## src/rx_guard_consts.svh

```systemverilog
`ifndef RX_GUARD_CONSTS_SVH
`define RX_GUARD_CONSTS_SVH

`define CTRL_TWO_ADDR       8'h0C
`define CTRL_TWO_RESET      8'h20
`define CTRL_TWO_WR_MASK    8'hA7
`define SAFE_MODE_BIT       7
`define BUF_ADDR_W          7
`define BUF_DATA_W          8
`define BUF_DEPTH           128

`endif

```

## src/rx_guard_pkg.sv

```systemverilog
package rx_guard_pkg;

  typedef enum logic [1:0] {
    MODE_BASIC,
    MODE_EXTENDED,
    MODE_OTHER
  } op_mode_t;

  typedef enum logic [1:0] {
    TRX_OTHER,
    TRX_RX_ON,
    TRX_RX_AACK
  } trx_state_t;

  typedef enum {
    PROT_OPEN,
    PROT_HELD
  } prot_state_t;

endpackage : rx_guard_pkg

```

## src/frame_buffer_mem.sv

```systemverilog
`timescale 1ns/100ps
`include "rx_guard_consts.svh"

module frame_buffer_mem #(
  parameter int ADDR_W = `BUF_ADDR_W,
  parameter int DATA_W = `BUF_DATA_W,
  parameter int DEPTH  = `BUF_DEPTH
) (
  input  wire logic              clk_sys_in,
  input  wire logic              wr_en_in,
  input  wire logic [ADDR_W-1:0] wr_addr_in,
  input  wire logic [DATA_W-1:0] wr_data_in,
  input  wire logic [ADDR_W-1:0] rd_addr_in,
  output logic      [DATA_W-1:0] rd_data_out
);

  logic [DATA_W-1:0] mem_r [DEPTH];

  always_ff @(posedge clk_sys_in) begin
    if (wr_en_in) begin
      mem_r[wr_addr_in] <= wr_data_in;
    end
    rd_data_out <= mem_r[rd_addr_in];
  end

endmodule : frame_buffer_mem

```

## src/rx_frame_buffer_protection.sv

```systemverilog
// Summary of operation
// - In any receive state, incoming radio frames keep being received, and are stored unless protection blocks them.
// - Without protection, each new received frame replaces the previous buffer contents.
// - While protected, new radio frames are blocked until the host read ends.
// - Basic mode: a frame with valid check sequence becomes protected.
// - Extended mode: a frame raising the frame-end event becomes protected.
// - Protection works only with enable set and in receive or auto-ack receive state.
// - Only radio writes are blocked; host writes over the serial port still land.
// - Chip select rising after a buffer read releases protection.
// - Leaving either protected receive state releases protection.
// - Detection threshold level setting has no effect on protection.
// - Enable is bit 7 of control register 0x0C, reset 0.
`timescale 1ns/100ps
`include "rx_guard_consts.svh"

module rx_frame_buffer_protection
  import rx_guard_pkg::*;
#(
  parameter int ADDR_W = `BUF_ADDR_W,
  parameter int DATA_W = `BUF_DATA_W
) (
  input  wire logic              clk_sys_in,
  input  wire logic              rstn_in,
  // chip select from the host pin, active low
  input  wire logic              sel_n_in,
  // decoded host accesses, already in clk_sys domain
  input  wire logic              host_buf_read_in,
  input  wire logic              host_buf_wr_in,
  input  wire logic [ADDR_W-1:0] host_buf_addr_in,
  input  wire logic [DATA_W-1:0] host_buf_wdata_in,
  input  wire logic              host_reg_wr_in,
  input  wire logic [7:0]        host_reg_addr_in,
  input  wire logic [7:0]        host_reg_wdata_in,
  // transceiver core status
  input  wire trx_state_t        trx_state_in,
  input  wire op_mode_t          op_mode_in,
  // radio receive path
  input  wire logic              radio_frame_start_in,
  input  wire logic              radio_wr_in,
  input  wire logic [ADDR_W-1:0] radio_addr_in,
  input  wire logic [DATA_W-1:0] radio_data_in,
  input  wire logic              radio_fcs_valid_in,
  input  wire logic              radio_frame_end_event_in,
  output logic [7:0]             ctrl_two_rdata_out,
  output logic [DATA_W-1:0]      buf_rdata_out,
  output logic                   protect_active_out,
  output logic                   radio_frame_dropped_out
);

  logic [7:0]  ctrl_two_r;
  logic        sel_n_meta_r;
  logic        sel_n_sync_r;
  logic        sel_n_prev_r;
  logic        read_seen_r;
  prot_state_t prot_r;
  prot_state_t prot_nxt;
  logic        blocking_frame_r;
  logic        dropped_r;

  logic              ctrl_wr;
  logic              safe_mode_en;
  logic              in_rx_state;
  logic              prot_allowed;
  logic              lock_basic;
  logic              lock_ext;
  logic              lock_req;
  logic              sel_rise;
  logic              read_release;
  logic              prot_held;
  logic              block_now;
  logic              radio_wr_ok;
  logic              host_wr_ok;
  logic              mem_wr;
  logic [ADDR_W-1:0] mem_addr;
  logic [DATA_W-1:0] mem_wdata;
  logic [7:0]        ctrl_two_nxt;

  // both receive states qualify; any other state drops protection at once
  function automatic logic is_rx_state(input trx_state_t s);
    return (s == TRX_RX_ON) || (s == TRX_RX_AACK);
  endfunction : is_rx_state

  // one decode shared by the state machine view and the output register
  function automatic logic is_held(input prot_state_t s);
    return s == PROT_HELD;
  endfunction : is_held

  assign ctrl_wr      = host_reg_wr_in && (host_reg_addr_in == `CTRL_TWO_ADDR);
  assign safe_mode_en = ctrl_two_r[`SAFE_MODE_BIT];
  assign in_rx_state  = is_rx_state(trx_state_in);
  // threshold level field is deliberately not an input here
  assign prot_allowed = safe_mode_en && in_rx_state;
  assign lock_basic   = (op_mode_in == MODE_BASIC) && radio_fcs_valid_in;
  assign lock_ext     = (op_mode_in == MODE_EXTENDED) && radio_frame_end_event_in;
  assign lock_req     = prot_allowed && (lock_basic || lock_ext);
  assign sel_rise     = sel_n_sync_r && !sel_n_prev_r;
  assign read_release = sel_rise && read_seen_r;
  assign prot_held    = is_held(prot_r);
  // a frame that started while held stays blocked to its end, even if a read release comes mid-frame; leaving the receive states unblocks it
  assign block_now    = prot_held || blocking_frame_r;
  assign radio_wr_ok  = radio_wr_in && !block_now;
  assign host_wr_ok   = host_buf_wr_in;
  assign mem_wr       = host_wr_ok || radio_wr_ok;
  // host write takes the port; radio writes are byte paced so a collision is rare
  assign mem_addr     = host_wr_ok ? host_buf_addr_in : radio_addr_in;
  assign mem_wdata    = host_wr_ok ? host_buf_wdata_in : radio_data_in;
  assign ctrl_two_nxt = (ctrl_two_r & ~`CTRL_TWO_WR_MASK) | (host_reg_wdata_in & `CTRL_TWO_WR_MASK);

  always_comb begin
    // a lock only acts from open, so it can never cancel a release
    prot_nxt = prot_r;
    unique case (prot_r)
      PROT_OPEN: begin
        if (lock_req) begin
          prot_nxt = PROT_HELD;
        end
      end
      PROT_HELD: begin
        if (!prot_allowed || read_release) begin
          prot_nxt = PROT_OPEN;
        end
      end
    endcase
  end

  // reserved read-only bits keep their reset value; only the writable mask follows the host
  always_ff @(posedge clk_sys_in or negedge rstn_in) begin
    if (!rstn_in) begin
      ctrl_two_r <= `CTRL_TWO_RESET;
    end else if (ctrl_wr) begin
      ctrl_two_r <= ctrl_two_nxt;
    end
  end

  // chip select is a pin: two stages before any logic looks at it
  always_ff @(posedge clk_sys_in or negedge rstn_in) begin
    if (!rstn_in) begin
      sel_n_meta_r <= 1'b1;
      sel_n_sync_r <= 1'b1;
      sel_n_prev_r <= 1'b1;
    end else begin
      sel_n_meta_r <= sel_n_in;
      sel_n_sync_r <= sel_n_meta_r;
      // prev stage only feeds the edge detect
      sel_n_prev_r <= sel_n_sync_r;
    end
  end

  always_ff @(posedge clk_sys_in or negedge rstn_in) begin
    if (!rstn_in) begin
      read_seen_r <= 1'b0;
    end else if (host_buf_read_in) begin
      // a read starting in the release cycle counts toward the next select
      read_seen_r <= 1'b1;
    end else if (sel_rise) begin
      read_seen_r <= 1'b0;
    end
  end

  always_ff @(posedge clk_sys_in or negedge rstn_in) begin
    if (!rstn_in) begin
      prot_r <= PROT_OPEN;
    end else begin
      prot_r <= prot_nxt;
    end
  end

  // registered copy so the pin never shows a decode glitch
  always_ff @(posedge clk_sys_in or negedge rstn_in) begin
    if (!rstn_in) begin
      protect_active_out <= 1'b0;
    end else begin
      protect_active_out <= is_held(prot_nxt);
    end
  end

  always_ff @(posedge clk_sys_in or negedge rstn_in) begin
    if (!rstn_in) begin
      blocking_frame_r <= 1'b0;
    end else if (radio_frame_start_in) begin
      // decided once per frame so a read release mid-frame never leaves a frame stored half old, half new
      blocking_frame_r <= prot_held;
    end else if (!in_rx_state) begin
      blocking_frame_r <= 1'b0;
    end
  end

  always_ff @(posedge clk_sys_in or negedge rstn_in) begin
    if (!rstn_in) begin
      dropped_r <= 1'b0;
    end else begin
      // limitation: a radio byte lost to a host write in the same clock is not flagged
      dropped_r <= radio_wr_in && block_now;
    end
  end

  always_ff @(posedge clk_sys_in or negedge rstn_in) begin
    if (!rstn_in) begin
      ctrl_two_rdata_out <= 8'h00;
    end else begin
      // read copy lags the control register by one clock
      ctrl_two_rdata_out <= ctrl_two_r;
    end
  end

  assign radio_frame_dropped_out = dropped_r;

  // read port follows the host address; data appear one clock later
  frame_buffer_mem #(
    .ADDR_W (ADDR_W),
    .DATA_W (DATA_W),
    .DEPTH  (1 << ADDR_W)
  ) u_mem (
    .clk_sys_in  (clk_sys_in),
    .wr_en_in    (mem_wr),
    .wr_addr_in  (mem_addr),
    .wr_data_in  (mem_wdata),
    .rd_addr_in  (host_buf_addr_in),
    .rd_data_out (buf_rdata_out)
  );

endmodule : rx_frame_buffer_protection

```

## config.mk

```make
export PLATFORM = sky130hd
export DESIGN_NAME = rx_frame_buffer_protection
export DESIGN_NICKNAME = d
export VERILOG_FILES = /design/src/rx_guard_pkg.sv /design/src/frame_buffer_mem.sv /design/src/rx_frame_buffer_protection.sv
export VERILOG_INCLUDE_DIRS = /design/src
export SDC_FILE = /design/constraint.sdc
export NUM_CORES = 1
export LEC_CHECK = 0
export BUFFER_PORTS_ARGS = -buffer_cell sky130_fd_sc_hd__buf_2
export CAP_MARGIN = 40
export CORE_UTILIZATION = 50
export CTS_CLUSTER_DIAMETER = 50
export DETAILED_ROUTE_END_ITERATION = 10
export GPL_TIMING_DRIVEN = 1
export PLACE_DENSITY = 0.76
export SKIP_CTS_REPAIR_TIMING = 1
export SLEW_MARGIN = 20
export SYNTH_ARGS = -nofsm -noshare
export SYNTH_HDL_FRONTEND = slang
export SYNTH_SLANG_ARGS = --single-unit
```

## constraint.sdc

```tcl
create_clock -name clk_sys_in -period 8.5 [get_ports clk_sys_in]
set_input_delay 1.275 -clock clk_sys_in [delete_from_list [all_inputs] [get_ports clk_sys_in]]
set_output_delay 1.275 -clock clk_sys_in [all_outputs]
set_load 0.03 [all_outputs]
```

## Yosys cells after proc, flatten, opt, wreduce, memory -nomap -nowiden

Memory sizes are Yosys's and may differ from the RTL's. A register that Yosys moved wholly into a read port is not among the register bits.
Index checks and enable logic that the tools add are counted.

| storage, ports and cells | value |
|---|---|
| bits in registers | 55 |
| RAM bits | 1024 |
| memories kept | 1 |

| operators by class | value |
|---|---|
| equal/unequal tests | 8 |
| mux-type cells | 11 |
| bitwise gates (word level) | 1 |
| reduce and logical (&&, ||, !) cells | 20 |

Memories:

| name | words | bits a word | read ports | clocked after memory_dff | wr ports | line | source |
|---|---|---|---|---|---|---|---|
| u_mem.mem_r | 128 | 8 | 1 | 1 | 1 | frame_buffer_mem.sv:17 | `logic [DATA_W-1:0] mem_r [DEPTH];` |

Operators with widths:

| kind | count |
|---|---|
| 32-bit by 2-bit == test with 1-bit output (second input constant) | 2 |
| 32-bit 2-to-1 mux | 2 |
| 32-bit one-hot mux with 2 select lines | 1 |
| 32-bit by 1-bit == test with 1-bit output (second input constant) | 1 |
| 32-bit logical NOT | 1 |
| 1-bit logical AND | 9 |
| 8-bit by 4-bit == test with 1-bit output (second input constant) | 1 |
| 8-bit 2-to-1 mux | 1 |
| 7-bit by 8-bit OR with 8-bit output | 1 |
| 7-bit 2-to-1 mux | 1 |
| 1-bit 2-to-1 mux | 6 |
| 1-bit logical OR | 5 |
| 2-bit by 1-bit == test with 1-bit output (second input constant) | 2 |
| 1-bit logical NOT | 3 |
| 2-bit == test (second input constant) | 1 |
| 2-bit logical NOT | 1 |
| 2-bit inequality test (second input constant) | 1 |
| 2-bit nonzero test | 1 |

## Longest topological paths before layout

| depth | value |
|---|---|
| word-level depth | 8 |
| depth in mapped cells | 7 |

## Hierarchy

A second synthesis with hierarchy kept.

| unflattened totals | value |
|---|---|
| cell total of the unflattened synthesis | 1775 |
| area total of the unflattened synthesis | 41592.4 µm² |

By module, submodules not included:

| module | times used | cells each | area an instance (µm²) | seq. area each (µm²) |
|---|---|---|---|---|
| frame_buffer_mem | 1 | 1635 | 39665.5 | 30909.6 |
| rx_frame_buffer_protection | 1 | 140 | 1926.8 | 1231.2 |

## Worst setup path before layout

Ideal clock, no wire load.

| path | value |
|---|---|
| kind | input -> register |
| start point | input port host_buf_addr_in[3] |
| end point | memory u_mem.mem_r[24][0] in the netlist's numbering, enable pin |
| arrival | 4.183 ns |
| required time | 8.081 ns |
| path slack | 3.897 ns |
| stages | 6 |
| path buffers | 2 |
| cells stage by stage | clkbuf_1 buf_1 nand3_1 o21ai_0 nand2_1 a2111oi_0 |

| on the way | value |
|---|---|
| longest elaborated chain between the ends | 1 |

RTL lines:

| item | line | source |
|---|---|---|
| start, declared | rx_frame_buffer_protection.sv:29 | `input wire logic [ADDR_W-1:0] host_buf_addr_in,` |
| 7-bit 2-to-1 mux | rx_frame_buffer_protection.sv:105 | `assign mem_addr = host_wr_ok ? host_buf_addr_in : radio_addr_in;` |
| end, declared | frame_buffer_mem.sv:17 |  |

Every way passes these cells.

## Worst setup path after layout

| path | value |
|---|---|
| start point | input port host_buf_addr_in[4] |
| end point | memory u_mem.mem_r[118][1] in the netlist's numbering, enable pin |

Same word-level chain as after synthesis.

==> flow_metrics.py <==
metrics = {
    "outcome": {
        "status": "finished clean",
    },
    "synth": {
        "synth_edf_count": 1024,
        "avgSynthCellArea_um2": 23.30,
        "ys_seq_area_share_pct": 75.84,
        "synth_ff_type": "edfxtp_1",
        "synthTopCellsByCount": "1024 x edfxtp_1, 336 x mux4_2, 128 x a2111oi_0",
        "synthDistinctLibCells": 41,
        "synthArstFlopShare_pct": 4.533,
        "synth_top_area_cell": "edfxtp_1",
        "synth.area.top_cells": "edfxtp_1 73%, mux4_2 18%, dfrtp_1 2.7%",
        "yosys.area.top_type_share_pct": 72.56,
        "syn_area_um2": 42380,
        "ys_ff_latch": 1081,
        "synth_most_common_cell": "edfxtp_1",
        "syn_inst": 1819,
        "ys_warn_count": 0,
    },
    "global_route": {
        "grt_usage_pct": 23.19,
        "grt_pass1_wl_um": 145900,
        "grt_antenna_before_repair": 8,
        "grt_max_degree": 129,
        "grt_overflow": 0,
        "grt_pass1_vias": 21704,
    },
    "worst_hold_path": {
        "min_path_type": "reg2reg",
        "min-delay-start": "sel_n_meta_r",
    },
    "cells_and_area": {
        "final_util_pct": 59.02,
        "area_growth_pct": 16.74,
        "drive_above_1_share_pct": 42.19,
        "num-nets-final": 2098,
        "stdcell_count": 3267,
        "finish.instance_area_um2": 49470,
    },
    "pwr": {
        "vdd_drop_max_v": 0.0001627,
        "power_density_nw_per_um2": 232.3,
        "p_leak_nw": 15.65,
        "p_total_mw": 11.49,
    },
    "sta": {
        "slew-limit-headroom_pct": 28.92,
        "fin_worst_skew_ns": 0.05293,
        "setup-violations-final": 0,
        "setup_tns_ns": 0,
        "post-route-min-period_ns": 4.075,
        "clock.fmax_mhz": 245.4,
        "final-hold-violation-count": 0,
        "worst_pin_slew_ns": 1.066,
        "fin_crit_sh_pct": 47.94,
        "maxSlewViolCount": 0,
        "rsz0062_at_grt": "false",
    },
    "clock_tree": {
        "insertion_delay_ns": 0.68,
        "cts_buffer_depth": 3,
        "cts_made_buffers": 109,
        "cts_tree": "done",
        "root_buffer": "clkbuf_16",
        "numClockSinks": 1081,
        "path_clk_slew_ns": 0.06,
        "htreeDepth": 3,
    },
    "drt": {
        "dr.pass1.iters": 5,
        "remaining_drc_errors": 0,
        "num_vias": 21471,
        "postRouteAntennaNets": 0,
        "wl_per_cell_um": 30.39,
        "drt-initial-drc-count": 2892,
        "viasPerCell": 6.572,
        "finalWirelength_um": 99280,
    },
    "setup_path": {
        "reg2reg_slack_ns": 5.27,
        "worstPathMaxFanout": 35,
        "cp_common_cell": "buf_2",
        "cp-start-kind": "input port",
        "cp.arrival_ns": 4.44,
        "crit_path_end_kind": "flop",
        "slowest_stage": "a2111oi_2",
        "required_ns": 8.87,
        "cp_cell_sequence": "buf_2 > buf_4 > buf_12 > a32o_1 > nand2_1 > a2111oi_2 > buf_2",
        "cp-startpoint": "host_buf_addr_in[4]",
        "critPathMaxStageDelay_ns": 0.86,
        "rr_startpoint": "prot_r[30]",
        "path_class": "in2reg",
    },
    "floorplanning": {
        "die_w_um": 293.1,
        "row_count": 106,
        "ios": 78,
        "core-area_um2": 83820,
        "dieArea_um2": 85930,
        "start_util_pct": 50.56,
        "fp.dieH_um": 293.1,
    },
    "placed_design": {
        "io_buffers": 71,
        "placedCellCount": 3051,
        "place_area_um2": 45670,
        "dp.final_hpwl_um": 55980,
        "gp_congestion": 0.7991,
    },
    "job": {
        "max_cap_violations": 0,
    },
}
==> cells in the final DEF (no fill, tap or decap), drive strengths merged, types with 3 or more instances in the layout <==
| cell | instances |
|---|---|
| dfxtp | 8 |
| dfrtp | 45 |
| nand2b | 3 |
| clkbuf | 130 |
| clkinv | 53 |
| conb | 3 |
| bufinv | 10 |
| nand2 | 17 |
| a2111oi | 128 |
| nor2 | 8 |
| nor3b | 33 |
| nor4 | 7 |
| buf | 247 |
| inv | 19 |
| a31oi | 3 |
| mux2 | 22 |
| edfxtp | 1024 |
| mux4 | 336 |
| dfstp | 4 |
==> worst max-delay path: cells and delay by family <==
kind,cells,cell delay (ns)
and+or+nand+nor,1,0.48
AOI/OAI and AO/OA,2,1.47
buffers and inverters,4,1.19
==> layer usage <==
layer | part of all wire [%] | routed length (um) | vias to the layer above | global-route usage (%)
met2 | 50 | 50050 | 1462 | 38.09
li1 | - | - | 8476 | -
met4 | 2.7 | 2690 | 10 | 6.717
met1 | 37 | 36530 | 11293 | 31.73
met5 | 0.081 | 80 | - | 0
met3 | 10 | 9938 | 230 | 4.660
==> path summary, 6_finish.rpt <==
check	cells after the start	to
worst max-delay path	7	u_mem.mem_r[118][1]
worst min-delay path	0	sel_n_sync_r
worst max register to register	6	u_mem.mem_r[111][5]
worst min register to register	0	sel_n_sync_r
max in group asynchronous	2	prot_r[6]
min in group asynchronous	1	ctrl_two_r[2]
==> state kept, by name, indices dropped and copies added, names as in the netlist <==
| register | count |
|---|---|
| blocking_frame_r | 1 |
| ctrl_two_r | 5 |
| ctrl_two_rdata_out | 5 |
| prot_r | 32 |
| protect_active_out | 1 |
| radio_frame_dropped_out | 1 |
| read_seen_r | 1 |
| sel_n_meta_r | 1 |
| sel_n_prev_r | 1 |
| sel_n_sync_r | 1 |
| u_mem.mem_r | 1024 |
| u_mem.rd_data_out | 8 |
==> metrics by stage <==
stage	setup slack, ns	hold slack [ns]
finish	4.425	0.3517
global route	4.318	0.3534
CTS	3.837	0.3532
detailed placement	3.276	0.3512
global placement	3.131	0.3458
floorplan	3.897	0.3452
==> logic make-up (layout without fill, tap and decap cells) <==
family,count (synthesis),count (layout),synth area share (%)
other,1,5,0.008849
DFF,1081,1081,75.84
buffers and inverters,149,459,1.485
and+or+nand+nor,79,79,1.125
xor gates and xnor gates,1,1,0.02067
muxes,360,360,18.49
AOI/OAI and AO/OA,148,148,3.032
==> cell type report <==
cell class              count  area, um2
well taps                1134       1419
clock buffers             130       2858
fillers                  5633      34350
repair buffers            247       1767
clock inverters            74      765.7
flip-flops and latches   1081      32140
inverters                   8      35.03
diodes                      2      5.005
multi-input cells         591      10480
==> power breakdown <==
group          switching (mW)  leakage, nW  internal (mW)
Clock                    2.04         1.79           2.73
Combinational           0.550         3.92          0.264
Sequential            0.00933         9.94           5.90
Note: power is estimated with default switching activity, not from simulation.
